===== src/logic/ast_map.svh =====
// register map, field positions, reset values and timing counts
`ifndef AST_MAP_SVH
`define AST_MAP_SVH

// ****************************************************************
// bus widths and answers
// ****************************************************************
`define AST_ADDR_W        8
`define AST_RESP_OKAY     2'b00
`define AST_RESP_SLVERR   2'b10

// ****************************************************************
// register indices (byte address is four times the index)
// ****************************************************************
`define AST_IDX_RCV_CTRL  6'h13
`define AST_IDX_TX_CTRL   6'h15
`define AST_IDX_HOLDING   6'h16
`define AST_IDX_BAUD      6'h17
`define AST_IDX_FLAGS     6'h18
`define AST_IDX_IRQ_EN    6'h19

// ****************************************************************
// field positions
// ****************************************************************
`define AST_TX_CLK_ORIGIN 7
`define AST_TX_NINE_SEL   6
`define AST_TX_ENABLE     5
`define AST_TX_SYNC_MODE  4
`define AST_TX_SHIFT_EMPTY 1
`define AST_TX_NINTH_BIT  0
`define AST_RC_PORT_EN    7
`define AST_RC_SINGLE_RX  5
`define AST_RC_CONT_RX    4
`define AST_FLAG_TX_EMPTY 1

// ****************************************************************
// reset values
// ****************************************************************
`define AST_RST_BAUD      8'h00
`define AST_RST_HOLDING   8'h00
`define AST_RST_TX_EMPTY  1'b1

// ****************************************************************
// timing counts
// ****************************************************************
`define AST_PHASE_LAST    6'h3f
`define AST_BITS_EIGHT    4'h8
`define AST_BITS_NINE     4'h9

`endif


===== src/logic/ast_pkg.sv =====
// types shared by the transmitter files
`include "ast_map.svh"
package ast_pkg;

  typedef enum logic [2:0] {
    AST_IDLE  = 3'b000,
    AST_READY = 3'b001,
    AST_START = 3'b010,
    AST_DATA  = 3'b011,
    AST_STOP  = 3'b100
  } ast_state_t;

  typedef struct packed {
    logic [`AST_ADDR_W-1:0] awaddr;
    logic                   awvalid;
    logic [31:0]            wdata;
    logic [3:0]             wstrb;
    logic                   wvalid;
    logic                   bready;
  } ast_wr_req_t;

  typedef struct packed {
    logic       awready;
    logic       wready;
    logic [1:0] bresp;
    logic       bvalid;
  } ast_wr_rsp_t;

  typedef struct packed {
    logic [`AST_ADDR_W-1:0] araddr;
    logic                   arvalid;
    logic                   rready;
  } ast_rd_req_t;

  typedef struct packed {
    logic        arready;
    logic [31:0] rdata;
    logic [1:0]  rresp;
    logic        rvalid;
  } ast_rd_rsp_t;

endpackage


===== src/logic/ast_baud_gen.sv =====
// baud divider giving one pulse per serial bit
`timescale 1ns/100ps
`include "ast_map.svh"
module ast_baud_gen (
  // clock and reset
  input  wire logic       i_clk,
  input  wire logic       i_rst,
  // control
  input  wire logic       i_enable,
  input  wire logic       i_freeze,
  input  wire logic [7:0] i_divide,
  // tick out
  output logic            o_bit_tick
);
  import ast_pkg::*;

  logic [7:0] div_reg;
  logic [5:0] phase_reg;
  logic       x64_tick;

  // the divider expires every divide+1 clocks: one x64 tick
  assign x64_tick   = (div_reg == 8'h00);
  assign o_bit_tick = x64_tick && (phase_reg == `AST_PHASE_LAST);

  // phase clears and divider reloads while disabled; both hold while frozen
  always_ff @(posedge i_clk) begin
    if (i_rst || !i_enable) begin
      div_reg   <= i_rst ? 8'h00 : i_divide;
      phase_reg <= 6'h00;
    end else if (!i_freeze) begin
      div_reg   <= x64_tick ? i_divide : div_reg - 8'h01;
      phase_reg <= x64_tick ? phase_reg + 6'h01 : phase_reg;
    end
  end
endmodule // ast_baud_gen


===== src/logic/ast_frame_shifter.sv =====
// internal transmit shifter with its bit count
`timescale 1ns/100ps
`include "ast_map.svh"
module ast_frame_shifter (
  // clock and reset
  input  wire logic       i_clk,
  input  wire logic       i_rst,
  // control
  input  wire logic       i_clear,
  input  wire logic       i_load,
  input  wire logic       i_shift,
  input  wire logic       i_nine,
  input  wire logic [8:0] i_data,
  // data out
  output logic            o_bit,
  output logic            o_next,
  output logic            o_last
);
  import ast_pkg::*;

  logic [8:0] sr_reg;
  logic [3:0] cnt_reg;

  assign o_bit  = sr_reg[0];
  assign o_next = sr_reg[1];
  assign o_last = (cnt_reg == 4'h1);

  // load a frame, then shift out least bit first
  always_ff @(posedge i_clk) begin
    if (i_rst || i_clear) begin
      sr_reg  <= 9'h1ff;
      cnt_reg <= 4'h0;
    end else if (i_load) begin
      sr_reg  <= i_data;
      cnt_reg <= i_nine ? `AST_BITS_NINE : `AST_BITS_EIGHT;
    end else if (i_shift) begin
      sr_reg  <= {1'b1, sr_reg[8:1]};
      cnt_reg <= cnt_reg - 4'h1;
    end
  end
endmodule // ast_frame_shifter


===== src/logic/ast_top.sv =====
// asynchronous serial transmitter with its register slave
//
// Design decision made here: the AXI4-Lite interface to the registers.
`timescale 1ns/100ps
`include "ast_map.svh"
module ast_top (
  // clock and reset
  input  wire logic               i_clk,
  input  wire logic               i_rst,
  // register bus
  input  wire ast_pkg::ast_wr_req_t i_wr,
  output ast_pkg::ast_wr_rsp_t    o_wr,
  input  wire ast_pkg::ast_rd_req_t i_rd,
  output ast_pkg::ast_rd_rsp_t    o_rd,
  // device state
  input  wire logic               i_sleep,
  // transmit/clock pin
  output logic                    o_tx_pin_out,
  output logic                    o_tx_pin_oe_n,
  // receive/data pin
  output logic                    o_rx_pin_out,
  output logic                    o_rx_pin_oe_n
);
  import ast_pkg::*;

  // ****************************************************************
  // declarations
  // ****************************************************************
  // bus slave state
  logic                   aw_held_reg;
  logic [`AST_ADDR_W-1:0] aw_addr_reg;
  logic                   w_held_reg;
  logic [7:0]             w_data_reg;
  logic                   w_lane0_reg;
  logic                   bvalid_reg;
  logic [1:0]             bresp_reg;
  logic                   rvalid_reg;
  logic [1:0]             rresp_reg;
  logic [31:0]            rdata_reg;

  // software-visible control
  logic       clk_origin_reg;
  logic       nine_sel_reg;
  logic       tx_enable_reg;
  logic       sync_mode_reg;
  logic       ninth_bit_reg;
  logic       port_en_reg;
  logic       single_rx_reg;
  logic       cont_rx_reg;
  logic [7:0] baud_reg;
  logic       irq_en_reg;

  // transmit path state
  logic [7:0] hold_reg;
  logic       hold_full_reg;
  logic       tx_empty_flag_reg;
  ast_state_t state_reg;
  ast_state_t state_next;
  logic       line_reg;
  logic       line_next;

  // pin registers
  logic       tx_oe_n_reg;
  logic       rx_oe_n_reg;

  // decode and control wires
  logic       wr_fire;
  logic       wr_sel_tx_ctrl;
  logic       wr_sel_rcv_ctrl;
  logic       wr_sel_holding;
  logic       wr_sel_baud;
  logic       wr_sel_flags;
  logic       wr_sel_irq_en;
  logic       wr_mapped;
  logic       wr_lane_ok;
  logic       rd_fire;
  logic [5:0] rd_idx;
  logic       rd_mapped;
  logic [7:0] rd_byte;
  logic [7:0] tx_ctrl_view;
  logic [7:0] rcv_ctrl_view;
  logic       shift_empty;
  logic       tx_run;
  logic       bit_tick;
  logic       do_load;
  logic       do_shift;
  logic       sh_bit;
  logic       sh_next;
  logic       sh_last;
  logic       tx_pin_drive;
  logic       rx_pin_drive;

  // ****************************************************************
  // bus slave: write and read channels
  // ****************************************************************
  // a write completes once both address and data have been taken
  assign wr_fire    = aw_held_reg && w_held_reg && !bvalid_reg;
  assign wr_lane_ok = wr_fire && w_lane0_reg;

  // write address decode on the word index
  assign wr_sel_tx_ctrl  = (aw_addr_reg[7:2] == `AST_IDX_TX_CTRL);
  assign wr_sel_rcv_ctrl = (aw_addr_reg[7:2] == `AST_IDX_RCV_CTRL);
  assign wr_sel_holding  = (aw_addr_reg[7:2] == `AST_IDX_HOLDING);
  assign wr_sel_baud     = (aw_addr_reg[7:2] == `AST_IDX_BAUD);
  assign wr_sel_flags    = (aw_addr_reg[7:2] == `AST_IDX_FLAGS);
  assign wr_sel_irq_en   = (aw_addr_reg[7:2] == `AST_IDX_IRQ_EN);
  assign wr_mapped = wr_sel_tx_ctrl || wr_sel_rcv_ctrl || wr_sel_holding
                  || wr_sel_baud || wr_sel_flags || wr_sel_irq_en;

  // address and data channels are taken in either order
  always_ff @(posedge i_clk) begin
    if (i_rst) begin
      aw_held_reg <= 1'b0;
      aw_addr_reg <= '0;
      w_held_reg  <= 1'b0;
      w_data_reg  <= 8'h00;
      w_lane0_reg <= 1'b0;
    end else begin
      if (i_wr.awvalid && !aw_held_reg && !bvalid_reg) begin
        aw_held_reg <= 1'b1;
        aw_addr_reg <= i_wr.awaddr;
      end else if (wr_fire) begin
        aw_held_reg <= 1'b0;
      end
      if (i_wr.wvalid && !w_held_reg && !bvalid_reg) begin
        w_held_reg  <= 1'b1;
        w_data_reg  <= i_wr.wdata[7:0];
        w_lane0_reg <= i_wr.wstrb[0];
      end else if (wr_fire) begin
        w_held_reg <= 1'b0;
      end
    end
  end

  // write response, held until the master takes it
  always_ff @(posedge i_clk) begin
    if (i_rst) begin
      bvalid_reg <= 1'b0;
      bresp_reg  <= `AST_RESP_OKAY;
    end else if (wr_fire) begin
      bvalid_reg <= 1'b1;
      bresp_reg  <= wr_mapped ? `AST_RESP_OKAY : `AST_RESP_SLVERR;
    end else if (bvalid_reg && i_wr.bready) begin
      bvalid_reg <= 1'b0;
    end
  end

  // read decode; the shifter itself has no index at all
  assign rd_fire   = i_rd.arvalid && !rvalid_reg;
  assign rd_idx    = i_rd.araddr[7:2];
  assign shift_empty   = (state_reg == AST_IDLE);
  assign tx_ctrl_view  = {clk_origin_reg, nine_sel_reg, tx_enable_reg,
                          sync_mode_reg, 2'b00, shift_empty,
                          ninth_bit_reg};
  assign rcv_ctrl_view = {port_en_reg, 1'b0, single_rx_reg, cont_rx_reg,
                          4'h0};
  assign rd_mapped = (rd_idx == `AST_IDX_TX_CTRL)
                  || (rd_idx == `AST_IDX_RCV_CTRL)
                  || (rd_idx == `AST_IDX_HOLDING)
                  || (rd_idx == `AST_IDX_BAUD)
                  || (rd_idx == `AST_IDX_FLAGS)
                  || (rd_idx == `AST_IDX_IRQ_EN);
  assign rd_byte =
      (rd_idx == `AST_IDX_TX_CTRL)  ? tx_ctrl_view :
      (rd_idx == `AST_IDX_RCV_CTRL) ? rcv_ctrl_view :
      (rd_idx == `AST_IDX_HOLDING)  ? hold_reg :
      (rd_idx == `AST_IDX_BAUD)     ? baud_reg :
      (rd_idx == `AST_IDX_FLAGS)    ? {6'h00, tx_empty_flag_reg, 1'b0} :
      (rd_idx == `AST_IDX_IRQ_EN)   ? {6'h00, irq_en_reg, 1'b0} :
      8'h00;

  // read data channel
  always_ff @(posedge i_clk) begin
    if (i_rst) begin
      rvalid_reg <= 1'b0;
      rresp_reg  <= `AST_RESP_OKAY;
      rdata_reg  <= 32'h0000_0000;
    end else if (rd_fire) begin
      rvalid_reg <= 1'b1;
      rresp_reg  <= rd_mapped ? `AST_RESP_OKAY : `AST_RESP_SLVERR;
      rdata_reg  <= {24'h00_0000, rd_byte};
    end else if (rvalid_reg && i_rd.rready) begin
      rvalid_reg <= 1'b0;
    end
  end

  // answers straight from registers, readies gated from them
  assign o_wr.awready = !aw_held_reg && !bvalid_reg;
  assign o_wr.wready  = !w_held_reg && !bvalid_reg;
  assign o_wr.bvalid  = bvalid_reg;
  assign o_wr.bresp   = bresp_reg;
  assign o_rd.arready = !rvalid_reg;
  assign o_rd.rvalid  = rvalid_reg;
  assign o_rd.rresp   = rresp_reg;
  assign o_rd.rdata   = rdata_reg;

  // ****************************************************************
  // control registers
  // ****************************************************************
  // mode and option bits; the shift-empty bit ignores writes
  always_ff @(posedge i_clk) begin
    if (i_rst) begin
      clk_origin_reg <= 1'b0;
      nine_sel_reg   <= 1'b0;
      tx_enable_reg  <= 1'b0;
      sync_mode_reg  <= 1'b0;
      ninth_bit_reg  <= 1'b0;
      port_en_reg    <= 1'b0;
      single_rx_reg  <= 1'b0;
      cont_rx_reg    <= 1'b0;
      baud_reg       <= `AST_RST_BAUD;
      irq_en_reg     <= 1'b0;
    end else if (wr_lane_ok) begin
      if (wr_sel_tx_ctrl) begin
        clk_origin_reg <= w_data_reg[`AST_TX_CLK_ORIGIN];
        nine_sel_reg   <= w_data_reg[`AST_TX_NINE_SEL];
        tx_enable_reg  <= w_data_reg[`AST_TX_ENABLE];
        sync_mode_reg  <= w_data_reg[`AST_TX_SYNC_MODE];
        ninth_bit_reg  <= w_data_reg[`AST_TX_NINTH_BIT];
      end
      if (wr_sel_rcv_ctrl) begin
        port_en_reg   <= w_data_reg[`AST_RC_PORT_EN];
        single_rx_reg <= w_data_reg[`AST_RC_SINGLE_RX];
        cont_rx_reg   <= w_data_reg[`AST_RC_CONT_RX];
      end
      if (wr_sel_baud) begin
        baud_reg <= w_data_reg;
      end
      if (wr_sel_irq_en) begin
        irq_en_reg <= w_data_reg[`AST_FLAG_TX_EMPTY];
      end
    end
  end

  // ****************************************************************
  // holding register and empty flag
  // ****************************************************************
  // load wins over a same-cycle write for the flag; new data stays held
  always_ff @(posedge i_clk) begin
    if (i_rst) begin
      hold_reg          <= `AST_RST_HOLDING;
      hold_full_reg     <= 1'b0;
      tx_empty_flag_reg <= `AST_RST_TX_EMPTY;
    end else begin
      if (wr_lane_ok && wr_sel_holding) begin
        hold_reg      <= w_data_reg;
        hold_full_reg <= 1'b1;
      end else if (do_load) begin
        hold_full_reg <= 1'b0;
      end
      if (do_load) begin
        tx_empty_flag_reg <= 1'b1;
      end else if (wr_lane_ok && wr_sel_holding) begin
        tx_empty_flag_reg <= 1'b0;
      end
    end
  end

  // ****************************************************************
  // transmit sequencer
  // ****************************************************************
  // runs only in async mode with both enables set; clock origin unused
  assign tx_run = port_en_reg && tx_enable_reg && !sync_mode_reg;

  ast_baud_gen u_baud (
    .i_clk      (i_clk),
    .i_rst      (i_rst),
    .i_enable   (tx_run),
    .i_freeze   (i_sleep),
    .i_divide   (baud_reg),
    .o_bit_tick (bit_tick)
  );

  // next state and line level; parity is never formed here
  always_comb begin
    state_next = state_reg;
    line_next  = line_reg;
    do_load    = 1'b0;
    do_shift   = 1'b0;
    if (!tx_run) begin
      state_next = AST_IDLE;
      line_next  = 1'b1;
    end else if (!i_sleep) begin
      unique case (state_reg)
        AST_IDLE: begin
          if (hold_full_reg) begin
            do_load    = 1'b1;
            state_next = AST_READY;
          end
        end
        AST_READY: begin
          if (bit_tick) begin
            state_next = AST_START;
            line_next  = 1'b0;
          end
        end
        AST_START: begin
          if (bit_tick) begin
            state_next = AST_DATA;
            line_next  = sh_bit;
          end
        end
        AST_DATA: begin
          if (bit_tick) begin
            do_shift = 1'b1;
            if (sh_last) begin
              state_next = AST_STOP;
              line_next  = 1'b1;
            end else begin
              line_next = sh_next;
            end
          end
        end
        AST_STOP: begin
          if (bit_tick) begin
            if (hold_full_reg) begin
              do_load    = 1'b1;
              state_next = AST_START;
              line_next  = 1'b0;
            end else begin
              state_next = AST_IDLE;
            end
          end
        end
        default: begin
          state_next = AST_IDLE;
          line_next  = 1'b1;
        end
      endcase
    end
  end

  // sequencer state and line register
  always_ff @(posedge i_clk) begin
    if (i_rst) begin
      state_reg <= AST_IDLE;
      line_reg  <= 1'b1;
    end else begin
      state_reg <= state_next;
      line_reg  <= line_next;
    end
  end

  ast_frame_shifter u_shift (
    .i_clk   (i_clk),
    .i_rst   (i_rst),
    .i_clear (!tx_run),
    .i_load  (do_load),
    .i_shift (do_shift),
    .i_nine  (nine_sel_reg),
    .i_data  ({ninth_bit_reg, hold_reg}),
    .o_bit   (sh_bit),
    .o_next  (sh_next),
    .o_last  (sh_last)
  );

  // ****************************************************************
  // pin direction
  // ****************************************************************
  // async: tx pin driven while running, rx pin always an input
  assign tx_pin_drive = port_en_reg &&
      (sync_mode_reg ? clk_origin_reg : tx_enable_reg);
  assign rx_pin_drive = port_en_reg && sync_mode_reg && tx_enable_reg
                     && !single_rx_reg && !cont_rx_reg;

  // registered pin controls; enables are low while driving
  always_ff @(posedge i_clk) begin
    if (i_rst) begin
      tx_oe_n_reg <= 1'b1;
      rx_oe_n_reg <= 1'b1;
    end else begin
      tx_oe_n_reg <= !tx_pin_drive;
      rx_oe_n_reg <= !rx_pin_drive;
    end
  end

  assign o_tx_pin_out  = line_reg;
  assign o_tx_pin_oe_n = tx_oe_n_reg;
  assign o_rx_pin_out  = line_reg;
  assign o_rx_pin_oe_n = rx_oe_n_reg;

endmodule // ast_top

===== config.mk =====
export PLATFORM = sky130hd
export DESIGN_NAME = ast_top
export DESIGN_NICKNAME = d
export VERILOG_FILES = /design/src/logic/ast_pkg.sv /design/src/logic/ast_baud_gen.sv /design/src/logic/ast_frame_shifter.sv /design/src/logic/ast_top.sv
export VERILOG_INCLUDE_DIRS = /design/src /design/src/logic
export SDC_FILE = /design/constraint.sdc
export NUM_CORES = 1
export LEC_CHECK = 0
export BUFFER_PORTS_ARGS = -buffer_cell sky130_fd_sc_hd__buf_2
export CAP_MARGIN = 0
export CORE_MARGIN = 2
export CORE_UTILIZATION = 55
export DETAILED_ROUTE_END_ITERATION = 6
export PLACE_DENSITY = 0.89
export SYNTH_ARGS = -nofsm -noshare
export SYNTH_HDL_FRONTEND = slang
export SYNTH_SLANG_ARGS = --single-unit
export TNS_END_PERCENT = 50

===== constraint.sdc =====
create_clock -name i_clk -period 3.6 [get_ports i_clk]
set_input_delay 0.72 -clock i_clk [delete_from_list [all_inputs] [get_ports i_clk]]
set_output_delay 0.72 -clock i_clk [all_outputs]
set_load 0.1 [all_outputs]

==> results by group <==
Route
  – Drt wl/cell: 14.4 um
  – Drt total wl: 9170 um
  – Via count: 3619
  – # DRC: 0
  – DR vias/cell: 5.69
  – Final antenna-violating net count: 0
  – Iter 0 DRT Violations: 270
  – Pre-Repair DR Iteration Count: 5

Synth
  – Post-synth EDFFs: 8
  – Synth Instances: 496
  – Share of synthesized registers carrying an async set or reset: 0%
  – Synth cell types: 56
  – Syn. warnings: 0
  – Main synth FF type: dfxtp_1
  – Sequential-to-total area share from yosys stat: 43.1%
  – Post-synthesis average cell area: 8.70 um2
  – Post-Syn Area: 4320 um2
  – Register bit count reported by yosys: 89

CTS
  – Clock tree from TritonCTS: yes
  – Number of setup buffers added after CTS: 0
  – Maximum root-to-sink buffer count: 2
  – Worst skew pair latency: 0.37 ns
  – Cts-stage hold buffer count: 0
  – Clk sinks: 89
  – Resized Gates After CTS: 0
  – Root Driver: clkbuf_8
  – Num CTS Buffers: 9
  – H-tree depth: 3
  – Clk slew on worst S/H paths: 0.10 ns

GRT
  – Initial antenna violation count: 0
  – Largest net degree at the start of global routing: 58
  – Vias in the first global route: 3359
  – First-pass GRT wire length: 15300 um
  – Gr ovfl total: 0
  – GRT Total Usage: 22.2%

Pwr
  – Power per cell area: 426 nW/um2
  – Lkg Pwr: 1.72 nW
  – Max VDD drop: 0.245 mV
  – Pwr Total: 1.98 mW

Setup path
  – CP endpoint kind: flip-flop
  – Critical R2R Launch: u_baud.div_reg[0]$_DFFE_PP_
  – Worst Path Required: 3.82 ns
  – Arr. time, crit path: 2.79 ns
  – Critical Path Source: u_baud.div_reg[0]$_DFFE_PP_
  – Setup crit start kind: flip-flop
  – Setup CP Type: flip-flop to flip-flop
  – Max FO, Critical Path: 12

Timing
  – Slew HR: 40.1%
  – Final setup viols: 0
  – Endpoints failing hold: 0
  – Final Skew: 0.0161 ns
  – Min cycle time layout: 2.57 ns
  – Worst slew pin tran: 0.897 ns
  – Unrepaired setup endpoints after global routing: false
  – Max Slew Vio Count: 0
  – Fmax: 389 MHz
  – Period utilization: 71.4%
  – Sum of negative setup slack: 0 ns

Cells and area
  – Fraction of layout instances using a drive strength above 1: 14.0%
  – Fillers: 666
  – Area delta synth->final: 7.92%
  – Antenna Cells: 0
  – Fin nets: 593
  – Final core area utilization: 60.9%
  – Largest register FFs: 9
  – Final Non-Filler Cells: 636

Min path
  – Hold Path Origin: rdata_reg[7]$_SDFFE_PP0P_
  – Hold Path Class: flip-flop to flip-flop

Floorplanning
  – I/O pin cnt: 105
  – Initial core utilization: 56.4%
  – Chip Height: 92.6 um
  – Core area: 7650 um2
  – Full die area: 8570 um2
  – Row cnt: 32
  – Die X: 92.6 um

Placement
  – IO Port Bufs: 47
  – Dpl cells: 620
  – Post-DP HPWL: 6710 um
  – Global placer's final weighted congestion: 0.882

Run status
  – Outcome: finished, final reports clean

Flow run
  – Max Cap Viol: 0
==> critical path: stages, from the launching register on <==
cell and delay, ns:
edfxtp_1 0.45, inv_1 0.09, ha_1 0.19, nor3b_2 0.38, and4_1 0.40, and2_1 0.54
mux2i_1 0.27, a21oi_1 0.10
==> logic make-up (layout without fill, tap and decap cells) <==
group                    Yosys count  in the layout  synth area share [%]
AO/OA/AOI/OAI                    107            107                  14.7
XOR/XNOR                          11             11                  2.23
adder cells (fa/ha/maj)            4              4                  1.16
buffers and inverters             66             79                  8.90
flip-flops                        89             89                  43.1
multiplexers                      39             39                  9.13
other                              1             26                0.0869
AND/OR/NAND/NOR                  179            179                  20.6
==> layer usage <==
layer,share of wire [%],wire (um),global-route usage (%),vias to the layer above
met5,0,0,0,-
met4,2.2,198,8.58,0
met3,5.2,477,5.13,19
met2,49,4520,36.3,140
met1,43,3980,28.4,1703
li1,-,-,-,1757
==> layout by cell type (no fill, tap or decap), types with 8 or more instances in the layout <==
cell type   n
a211oi_1    8
a21oi_1    50
buf_2      47
clkbuf_8    9
conb_1     26
dfxtp_1    81
edfxtp_1    8
inv_1      12
mux2i_1    36
nand2_1    44
nor2_1     63
nor2b_1    10
nor3_1     16
o21ai_0    17
==> final cells by class <==
| cell class | count | area (um2) | area share [%] |
|---|---|---|---|
| Tap cell | 102 | 128 | 2.74 |
| Sequential cell | 89 | 1860 | 40.0 |
| Clock buffer | 9 | 124 | 2.66 |
| Inverter | 13 | 48.8 | 1.05 |
| Timing Repair Buffer | 50 | 258 | 5.53 |
| Multi-Input combinational cell | 366 | 2170 | 46.6 |
| Clock inverter | 7 | 67.6 | 1.45 |
==> synthesized netlist by cell type, drive strengths merged, types with 3 or more instances <==
library cell	instances	share of area, %
nand4	5	0.87
nand3	4	0.46
edfxtp	8	5.6
nor3b	7	1.4
inv	12	1.0
buf	35	6.2
dfxtp	81	38
ha	4	1.2
a21oi	50	5.8
and2	5	0.72
o2111ai	4	0.81
o21ai	21	2.4
nor4	4	0.58
a211oi	8	1.4
mux2	3	0.78
xor2	5	1.0
nor3	17	2.2
o22ai	4	0.58
mux2i	36	8.4
nor2b	10	1.4
clkbuf	18	1.6
nor2	63	5.5
xnor2	6	1.2
a22oi	6	1.0
or3	4	0.58
nand2	44	3.8
nand2b	3	0.43
==> worst paths after layout <==
check | endpoint | slack (ns) | cells past startpoint
max | u_shift.sr_reg[4]$_SDFFE_PN1P_ | 1.03 | 7
min | rdata_reg[7]$_SDFFE_PP0P_ | 0.47 | 2
max reg2reg | u_shift.sr_reg[4]$_SDFFE_PN1P_ | 1.03 | 7
min reg2reg | rdata_reg[7]$_SDFFE_PP0P_ | 0.47 | 2
==> stage by stage <==
stage	cell area [um2]	hold WS, ns	worst slack (ns)
floorplan	4410	0.416	1.02
global placement	4470	0.446	1.20
detailed placement	4470	0.449	1.10
CTS	4660	0.465	1.07
global route	4660	0.499	0.882
finish	4660	0.468	1.03
==> power by group <==
part / switching (mW) / leakage [nW] / internal, mW
registers: 0.0186 / 0.755 / 1.01
clock network: 0.403 / 0.0962 / 0.271
logic: 0.233 / 0.870 / 0.0443
total: 0.655 / 1.72 / 1.33
No activity file was read; power rests on OpenSTA's default activity.
